## config.mk

```make
export PLATFORM = sky130hd
export DESIGN_NAME = dpll_limiter_holdover_cfg
export DESIGN_NICKNAME = d
export VERILOG_FILES = /design/src/dpll_cfg_pkg.sv /design/src/limiter_channel.sv /design/src/dpll_limiter_holdover_cfg.sv
export SDC_FILE = /design/constraint.sdc
export NUM_CORES = 1
export LEC_CHECK = 0
export ABC_CLOCK_PERIOD_IN_PS = 2500
export BUFFER_PORTS_ARGS = -buffer_cell sky130_fd_sc_hd__buf_2
export CORE_AREA = 2 2 71 73
export CTS_BUF_LIST = sky130_fd_sc_hd__clkbuf_4 sky130_fd_sc_hd__clkbuf_8
export CTS_CLUSTER_DIAMETER = 100
export DETAILED_ROUTE_END_ITERATION = 12
export DIE_AREA = 0 0 73 75
export PLACE_DENSITY = 0.8
export SYNTH_ARGS = -nofsm -noshare
export SYNTH_HDL_FRONTEND = slang
export SYNTH_SLANG_ARGS = --single-unit
```

## constraint.sdc

```tcl
create_clock -name clk -period 2.5 [get_ports clk]
set_clock_uncertainty 0.05 [all_clocks]
set_input_delay 0.5 -clock clk [delete_from_list [all_inputs] [get_ports clk]]
set_output_delay 0.5 -clock clk [all_outputs]
set_load 0.05 [all_outputs]
```

## src/dpll_cfg_pkg.sv

```systemverilog
// Constants for the DPLL limiter and holdover filter configuration bank
package dpll_cfg_pkg;

    // ------------------------------------------------------------
    // Register map
    // ------------------------------------------------------------
    localparam int           ADDR_W              = 10;
    localparam int           DATA_W              = 8;
    localparam int           NUM_CH              = 3;
    localparam logic [9:0]   LIMITER_SELECT_ADDR = 10'h2cf;
    localparam logic [9:0]   HOLDOVER_CH0_ADDR   = 10'h2d4;
    localparam logic [9:0]   HOLDOVER_CH1_ADDR   = 10'h2d5;
    localparam logic [9:0]   HOLDOVER_CH2_ADDR   = 10'h2d6;

    // ------------------------------------------------------------
    // Reset values
    // ------------------------------------------------------------
    localparam logic [5:0]   LIMITER_SELECT_RST  = 6'h00;
    localparam logic [3:0]   HOLDOVER_CODE_RST   = 4'h0;
    localparam logic [7:0]   READ_IDLE_DATA      = 8'h00;

    // ------------------------------------------------------------
    // Field layout
    // ------------------------------------------------------------
    localparam int           SEL_W               = 2;
    localparam int           SEL_CH0_LSB         = 0;
    localparam int           SEL_CH1_LSB         = 2;
    localparam int           SEL_CH2_LSB         = 4;
    localparam int           LIMITER_FIELD_W     = 6;
    localparam int           HOLDOVER_CODE_W     = 4;
    localparam logic [3:0]   HOLDOVER_BYPASS     = 4'h0;

    // ------------------------------------------------------------
    // Limiter selector encoding
    // ------------------------------------------------------------
    typedef enum logic [1:0] {
        LIMIT_AUTO     = 2'h0,
        LIMIT_OFF      = 2'h1,
        LIMIT_ON       = 2'h2,
        LIMIT_OFF_ALT  = 2'h3
    } limiter_sel_t;

    // ------------------------------------------------------------
    // Automatic mode threshold, bandwidth in millihertz
    // ------------------------------------------------------------
    localparam int           LOOP_BW_W           = 32;
    localparam logic [31:0]  AUTO_LIMIT_BW_MHZ   = 32'h0000_0064;

    // Holdover bandwidth numerator: BW = 343 / (2^n * 2 * pi) Hz
    localparam int           HOLDOVER_BW_NUM     = 343;

endpackage

```

## src/limiter_channel.sv

```systemverilog
// Per-channel frequency change limiter mode decode
`timescale 1ns/100ps
`default_nettype none

module limiter_channel
(
    // Clock and reset
    input  wire logic                                 clk,
    input  wire logic                                 rst,
    // Configuration and loop state
    input  wire logic [dpll_cfg_pkg::SEL_W-1:0]       limiterSelect,
    input  wire logic [dpll_cfg_pkg::LOOP_BW_W-1:0]   loopBwMilliHz,
    // Limiter control
    output logic                                      limiterActive
);

    dpll_cfg_pkg::limiter_sel_t selMode;
    logic                       autoActive;

    assign selMode    = dpll_cfg_pkg::limiter_sel_t'(limiterSelect);
    // Active only for loop bandwidth at or below 0.1 Hz
    assign autoActive = (loopBwMilliHz <= dpll_cfg_pkg::AUTO_LIMIT_BW_MHZ);

    // ------------------------------------------------------------
    // Mode decode
    // ------------------------------------------------------------
    always_ff @(posedge clk)
    begin
        if (rst)
        begin
            limiterActive <= 1'b0;
        end
        else
        begin
            case (selMode)
                dpll_cfg_pkg::LIMIT_AUTO:    limiterActive <= autoActive;
                dpll_cfg_pkg::LIMIT_ON:      limiterActive <= 1'b1;
                dpll_cfg_pkg::LIMIT_OFF:     limiterActive <= 1'b0;
                dpll_cfg_pkg::LIMIT_OFF_ALT: limiterActive <= 1'b0;
                default:                     limiterActive <= 1'b0;
            endcase
        end
    end

endmodule

`default_nettype wire

```

## src/dpll_limiter_holdover_cfg.sv

```systemverilog
// Limiter select and holdover filter bandwidth registers for three DPLL channels
//
// Operation
// - Limiter register holds selectors: bits 5:4 ch2, 3:2 ch1, 1:0 ch0.
// - Automatic mode: limiter active only when loop bandwidth at or below 0.1 Hz.
// - Holdover register bits 3:0 select filter bandwidth; bits 7:4 reserved.
// - Holdover code zero, the reset value, bypasses the filter.
// - Nonzero code n gives bandwidth 343 / (2^n * 2 pi) Hz.
// - Three holdover registers at 0x2d4, 0x2d5, 0x2d6 for channels 0, 1, 2.
`timescale 1ns/100ps
`default_nettype none

module dpll_limiter_holdover_cfg
(
    // Clock and reset
    input  wire logic                                       clk,
    input  wire logic                                       rst,
    // Register access from the host interface
    input  wire logic [dpll_cfg_pkg::ADDR_W-1:0]            regAddr,
    input  wire logic                                       regWrEn,
    input  wire logic [dpll_cfg_pkg::DATA_W-1:0]            regWrData,
    input  wire logic                                       regRdEn,
    output logic      [dpll_cfg_pkg::DATA_W-1:0]            regRdData,
    output logic                                            regRdValid,
    // Loop bandwidth of each channel, millihertz
    input  wire logic [dpll_cfg_pkg::LOOP_BW_W-1:0]         loopBwMilliHzCh0,
    input  wire logic [dpll_cfg_pkg::LOOP_BW_W-1:0]         loopBwMilliHzCh1,
    input  wire logic [dpll_cfg_pkg::LOOP_BW_W-1:0]         loopBwMilliHzCh2,
    // Limiter controls
    output logic                                            limiterActiveCh0,
    output logic                                            limiterActiveCh1,
    output logic                                            limiterActiveCh2,
    // Holdover filter controls
    output logic      [dpll_cfg_pkg::HOLDOVER_CODE_W-1:0]   holdoverCodeCh0,
    output logic      [dpll_cfg_pkg::HOLDOVER_CODE_W-1:0]   holdoverCodeCh1,
    output logic      [dpll_cfg_pkg::HOLDOVER_CODE_W-1:0]   holdoverCodeCh2,
    output logic                                            holdoverBypassCh0,
    output logic                                            holdoverBypassCh1,
    output logic                                            holdoverBypassCh2
);

    // ------------------------------------------------------------
    // Storage
    // ------------------------------------------------------------
    logic [dpll_cfg_pkg::LIMITER_FIELD_W-1:0] limiterSelect_r;
    logic [dpll_cfg_pkg::HOLDOVER_CODE_W-1:0] holdoverCode_r [dpll_cfg_pkg::NUM_CH];
    logic [dpll_cfg_pkg::DATA_W-1:0]          rdData_nxt;

    // ------------------------------------------------------------
    // Helpers
    // ------------------------------------------------------------
    // Zero code means the holdover filter is skipped
    function automatic logic codeIsBypass
    (
        input logic [dpll_cfg_pkg::HOLDOVER_CODE_W-1:0] code
    );
        return (code == dpll_cfg_pkg::HOLDOVER_BYPASS);
    endfunction

    // Reserved upper bits read back as zero
    function automatic logic [dpll_cfg_pkg::DATA_W-1:0] holdoverReadback
    (
        input logic [dpll_cfg_pkg::HOLDOVER_CODE_W-1:0] code
    );
        return {4'h0, code};
    endfunction

    logic selLimiter;
    logic selHold0;
    logic selHold1;
    logic selHold2;

    assign selLimiter = (regAddr == dpll_cfg_pkg::LIMITER_SELECT_ADDR);
    assign selHold0   = (regAddr == dpll_cfg_pkg::HOLDOVER_CH0_ADDR);
    assign selHold1   = (regAddr == dpll_cfg_pkg::HOLDOVER_CH1_ADDR);
    assign selHold2   = (regAddr == dpll_cfg_pkg::HOLDOVER_CH2_ADDR);

    // ------------------------------------------------------------
    // Limiter select register
    // ------------------------------------------------------------
    always_ff @(posedge clk)
    begin
        if (rst)
        begin
            limiterSelect_r <= dpll_cfg_pkg::LIMITER_SELECT_RST;
        end
        else if (regWrEn && selLimiter)
        begin
            // Bits 7:6 reserved, dropped
            limiterSelect_r <= regWrData[dpll_cfg_pkg::LIMITER_FIELD_W-1:0];
        end
    end

    // ------------------------------------------------------------
    // Holdover filter registers
    // ------------------------------------------------------------
    always_ff @(posedge clk)
    begin
        if (rst)
        begin
            for (int i = 0; i < dpll_cfg_pkg::NUM_CH; i++)
            begin
                holdoverCode_r[i] <= dpll_cfg_pkg::HOLDOVER_CODE_RST;
            end
        end
        else if (regWrEn)
        begin
            // Upper nibble reserved, kept at zero
            if (selHold0)
            begin
                holdoverCode_r[0] <= regWrData[dpll_cfg_pkg::HOLDOVER_CODE_W-1:0];
            end
            if (selHold1)
            begin
                holdoverCode_r[1] <= regWrData[dpll_cfg_pkg::HOLDOVER_CODE_W-1:0];
            end
            if (selHold2)
            begin
                holdoverCode_r[2] <= regWrData[dpll_cfg_pkg::HOLDOVER_CODE_W-1:0];
            end
        end
    end

    // ------------------------------------------------------------
    // Read back
    // ------------------------------------------------------------
    always_comb
    begin
        rdData_nxt = dpll_cfg_pkg::READ_IDLE_DATA;
        if (selLimiter)
        begin
            rdData_nxt = {2'h0, limiterSelect_r};
        end
        else if (selHold0)
        begin
            rdData_nxt = holdoverReadback(holdoverCode_r[0]);
        end
        else if (selHold1)
        begin
            rdData_nxt = holdoverReadback(holdoverCode_r[1]);
        end
        else if (selHold2)
        begin
            rdData_nxt = holdoverReadback(holdoverCode_r[2]);
        end
    end

    always_ff @(posedge clk)
    begin
        if (rst)
        begin
            regRdData  <= dpll_cfg_pkg::READ_IDLE_DATA;
            regRdValid <= 1'b0;
        end
        else
        begin
            regRdValid <= regRdEn;
            if (regRdEn)
            begin
                regRdData <= rdData_nxt;
            end
        end
    end

    // ------------------------------------------------------------
    // Holdover filter outputs
    // ------------------------------------------------------------
    // Code n divides 343/(2*pi) Hz by 2^n; codes and bypass flags registered here
    always_ff @(posedge clk)
    begin
        if (rst)
        begin
            holdoverCodeCh0   <= dpll_cfg_pkg::HOLDOVER_CODE_RST;
            holdoverCodeCh1   <= dpll_cfg_pkg::HOLDOVER_CODE_RST;
            holdoverCodeCh2   <= dpll_cfg_pkg::HOLDOVER_CODE_RST;
            holdoverBypassCh0 <= 1'b1;
            holdoverBypassCh1 <= 1'b1;
            holdoverBypassCh2 <= 1'b1;
        end
        else
        begin
            holdoverCodeCh0   <= holdoverCode_r[0];
            holdoverCodeCh1   <= holdoverCode_r[1];
            holdoverCodeCh2   <= holdoverCode_r[2];
            holdoverBypassCh0 <= codeIsBypass(holdoverCode_r[0]);
            holdoverBypassCh1 <= codeIsBypass(holdoverCode_r[1]);
            holdoverBypassCh2 <= codeIsBypass(holdoverCode_r[2]);
        end
    end

    // ------------------------------------------------------------
    // Limiter channels
    // ------------------------------------------------------------
    limiter_channel u_limiter_ch0
    (
        .clk           (clk),
        .rst           (rst),
        .limiterSelect (limiterSelect_r[dpll_cfg_pkg::SEL_CH0_LSB +: dpll_cfg_pkg::SEL_W]),
        .loopBwMilliHz (loopBwMilliHzCh0),
        .limiterActive (limiterActiveCh0)
    );

    limiter_channel u_limiter_ch1
    (
        .clk           (clk),
        .rst           (rst),
        .limiterSelect (limiterSelect_r[dpll_cfg_pkg::SEL_CH1_LSB +: dpll_cfg_pkg::SEL_W]),
        .loopBwMilliHz (loopBwMilliHzCh1),
        .limiterActive (limiterActiveCh1)
    );

    limiter_channel u_limiter_ch2
    (
        .clk           (clk),
        .rst           (rst),
        .limiterSelect (limiterSelect_r[dpll_cfg_pkg::SEL_CH2_LSB +: dpll_cfg_pkg::SEL_W]),
        .loopBwMilliHz (loopBwMilliHzCh2),
        .limiterActive (limiterActiveCh2)
    );

endmodule

`default_nettype wire

```

* Yosys cells after proc, flatten, opt, wreduce, memory -nomap -nowiden *
Memory sizes are Yosys's and may differ from the RTL's.
Cells that the tools add are included.

cells by class
  order comparisons = 3
  eq/ne operators = 13
  muxes and demuxes = 24
  bitwise operators = 3
  reduce and logical (&&, ||, !) cells = 10

operators by type and width
  kind                  count
  $le 32x7->1 const B   3
  $eq 10x10->1 const B  4
  $mux 4                6
  $mux 1                14
  $eq 2x2->1 const B    6
  $logic_not 4->1       3
  $pmux 1 s3            3
  $eq 2x1->1 const B    3
  $logic_not 2->1       3
  $mux 6                1
  $reduce_or 2->1       3
  $or 1x1->1            3
  $logic_and 1x1->1     1

word-level totals
  register bits after elaboration = 33
  memory bits (writable) = 12
  output and inout bits = 27
  memories = 1

memories
  name            words  bits a word  rd ports  clocked after memory_dff  write ports  line                             text
  holdoverCode_r  3      4            3         0                         3            dpll_limiter_holdover_cfg.sv:46  logic [dpll_cfg_pkg::HOLDOVER_CODE_W-1:0] holdoverCode_r [dpll_cfg_pkg::NUM_CH];

* Depth between registers and ports, before layout *
  depth in word-level cells = 6
  gate-level depth with buffers = 5
  depth with buffers taken out = 4

* Modules after synthesis *
Synthesis repeated with hierarchy kept, for this count alone.

second synthesis, totals
  cells, all modules = 193
  area, all modules = 2,031.9 um2

by module, submodules not included
  module                     times used  cells an instance  area each (um2)
  dpll_limiter_holdover_cfg  1           142                1,660.3
  limiter_channel            3           17                 123.9

* Worst setup path before layout *
Ideal clock, no wire load.

  path kind = in2reg
  start point = input port regAddr[5] (netlist bit)
  end point = memory holdoverCode_r[0][0] (netlist bit), enable pin
  setup time = 373 ps
  arrival time = 1,604 ps
  required time = 2,077 ps
  setup slack = 473 ps
  stages on the path = 3
  cell sequence = nand3b_4 -> or4_4 -> o31ai_1

RTL lines
  item                line                             text
  start: declaration  dpll_limiter_holdover_cfg.sv:19  input wire logic [dpll_cfg_pkg::ADDR_W-1:0] regAddr,
  end: declaration    dpll_limiter_holdover_cfg.sv:46

==> metrics.md <==
| Metric | Value |
|---|---|
| Post-synth EDFFs | `12` |
| Die width | `~73 um` |
| Endpoints failing setup | `0` |
| Die ar. | `around 0.0055 mm^2` |
| Flop-to-flop setup slack | `between 1 and 1.5 ns` |
| Main combinational cell family by area after synthesis | `simple AND/OR/NAND/NOR gates` |
| Synth top area share | `about a third` |
| Distinct cells, synth | `31` |
| Drt via density | `a little under 5` |
| Port bufs | `between 100 and 150` |
| Overall Global Routing Usage | `about 17%` |
| Register area | `approximately 980 um^2` |
| Most frequent cells in the layout | `buf_2 (140), dfxtp_1 (31), nor4_1 (22)` |
| DR vias | `approximately 1900` |
| Max Cap Violations | `0` |
| DR pass1 iterations | `4` |
| Register area share after synthesis | `53.0%` |
| Met1 Usage GRT | `between 20% and 30%` |
| Mapped Area | `0.00185 mm^2` |
| Global placement routability congestion | `around 0.86` |
| Hold path cells | `3` |
| Ratio of cells with drive above 1 in the final layout | `48.9%` |
| Synth Instances | `180` |
| GR Util met2 | `between 30 and 40%` |
| # IOs | `145` |
| Hold EP | `limiterSelect_r[4]` |
| CTS tree | `done` |
| H-tree levels | `2` |
| Multi-input gate area | `816 um^2` |
| DRC viols | `0` |
| P per Cell Area | `about 540 mW/mm^2` |
| CP Max Fanout | `4` |
| Unrepaired setup endpoints after global routing | `false` |
| Startpoint class of the critical path | `primary input` |
| Worst hold slack | `slightly above 0.4 ns` |
| GRT overflow | `0` |
| Yosys top cell by area | `dfxtp_1` |
| DRT Wirelength | `about 4900 um` |
| Ys async rst share | `0%` |
| Synth Area in Adders | `0%` |
| Cts bufs inserted | `5` |
| Final worst path period need | `about 1.9 ns` |
| GRT met3 Usage | `2.68%` |
| Initial core utilization | `between 30 and 40%` |
| DP Wirelength | `roughly 4300 um` |
| Busiest grt layer | `met2` |
| Path type of the worst min-delay path | `primary input to flip-flop` |
| Launch point of the worst reg-to-reg path | `limiterSelect_r[4]` |
| First-pass GRT wire length | `7120 um` |
| Multiplexer share of the synthesized area | `5.41%` |
| Post-Synth Simple-Gate Area | `28.3%` |
| Fmax | `~520 MHz` |
| Ys flop type | `dfxtp_1` |
| Nets | `around 440` |
| Clk root buf | `clkbuf_8` |
| Area Growth Syn to Fin | `46.7%` |
| Post-route ant nets | `0` |
| Syn. warnings | `0` |
| R2R depth | `4` |
| Maximum VDD drop | `roughly 0.25 mV` |
| Initial DRC Count | `76` |
| Avg Inst Size Synth | `10.3 um^2` |
| # Post-CTS Setup Buffers | `0` |
| Top cells by area, synth | `dfxtp_1 (34%), edfxtp_1 (19%), nor4_1 (7.4%)` |
| Avg WL per Cell | `12.9 um` |
| Post-synthesis xor/xnor area fraction | `0%` |
| Run status | `completed` |
| Clock Tree Buf Depth | `2` |
| Hold_sp | `regWrData[4]` |
| N_diodes | `0` |
| Die Height | `around 75 um` |
| CTS resizes | `0` |
| Pin count of the biggest net entering global routing | `23` |
| Initial antenna violation count | `0` |
| Synth Area in Compound Gates | `under 10%` |
| Core ar. | `about 0.0047 mm^2` |
| Critical Path RT | `about 2.4 ns` |
| Critical R2R Capture | `u_limiter_ch2.limiterActive` |
| Leakage power | `roughly 1.3 nW` |
| Site Rows | `25` |
| Worst-margin pin slew | `0.553 ns` |
| Worst-Skew Late Latency | `0.29 ns` |
| Slew Limit Fails | `0` |
| Post-layout util | `around three fifths` |
| Period utilization | `around three quarters` |
| Hold_buf cts | `0` |
| Filler cell count in the final layout | `413` |
| Setup TNS | `0 ns` |
| Clock transition at path regs | `about 0.070 ns` |
| Commonest non-fill, non-tap cell in the layout | `buf_2` |
| Worst slew margin | `between 60% and 70%` |
| Worst EP arrival | `1.79 ns` |
| Critical path capture point type | `flip-flop` |
| Seq cells post-synth | `43` |
| Vias in the first global route | `1644` |
| Hold Vio Cnt, Final | `0` |
| Setup CP Type | `primary input to flip-flop` |
| Clock Sinks | `43` |
-- per-stage QoR --
| step | instance area [um^2] | cells | power [mW] | setup slack (ns) |
|---|---|---|---|---|
| 6_report | 2710 | 379 | 1.47 | 0.589 |
| 5_1_grt | 2710 | 379 | 1.53 | 0.491 |
| 4_1_cts | 2710 | 379 | 1.48 | 0.605 |
| 3_5_place_dp | 2610 | 371 | 1.01 | 0.292 |
| 3_3_place_gp | 2610 | 371 | 1.01 | 0.335 |
| 2_1_floorplan | 1850 | 181 | 0.893 | 0.473 |
-- worst max-delay path by stage --
stage,to,slack (ns),cells after the start,from
2_1_floorplan,holdoverCode_r[0][0],0.47,3,regAddr[5]
3_3_place_gp,holdoverCode_r[0][8],0.33,4,regAddr[8]
3_5_place_dp,holdoverCode_r[0][10],0.29,4,regAddr[8]
4_1_cts,holdoverCode_r[0][10],0.61,4,regAddr[8]
5_1_grt,holdoverCode_r[0][10],0.49,4,regAddr[8]
6_report,holdoverCode_r[0][8],0.59,4,regAddr[8]
-- worst max-delay path, stage by stage --
cell and delay [ns]:
buf_2 0.10, nand4b_2 0.23, or4_4 0.47, o21ai_0 0.49
-- cells in the mapped netlist, types with 2 or more instances --
master     n
dfxtp_1   31
nor4_1    22
nor2_1    20
nor2b_1   14
edfxtp_1  12
mux2i_1   10
nand2_1   10
and2_1     8
o21ai_0    8
a311oi_1   4
clkbuf_1   4
inv_1      4
a22o_1     3
a31oi_1    3
nand4_1    3
o41ai_1    3
a21oi_1    2
buf_4      2
nand2b_1   2
nand3_1    2
nand4b_2   2
o31ai_1    2
-- metal layers --
metal  vias up  wire length [um]
li1        949                 -
met1       824              1910
met2        90              2560
met3         6               345
met4         0                76
met5         -                 0
-- flip-flops by register name, summed over array words and instances (netlist names) --
register,count
holdoverBypassCh2,1
u_limiter_ch0.limiterActive,1
holdoverBypassCh1,1
regRdValid,1
holdoverCodeCh2,4
holdoverBypassCh0,1
u_limiter_ch2.limiterActive,1
limiterSelect_r,6
holdoverCodeCh0,4
holdoverCodeCh1,4
holdoverCode_r,12
u_limiter_ch1.limiterActive,1
regRdData,6
-- power by group --
part	switching, mW	leakage (nW)	internal, mW
Combinational	0.140	0.844	0.102
Clock	0.211	0.0549	0.263
Sequential	0.0120	0.369	0.742
-- cells by family after synthesis --
family / Yosys count
flops: 43
compound gates: 26
simple gates: 88
buf+inv: 12
other cells: 1
mux: 10
-- final cells by class --
class                           count  area share, %
Sequential cell                    43           36.1
Multi-Input combinational cell    126           30.1
Timing Repair Buffer              144           26.9
Clock buffer                        8           3.83
Tap cell                           54           2.49
Inverter                            4          0.553
(Power assumes the default switching activity.)
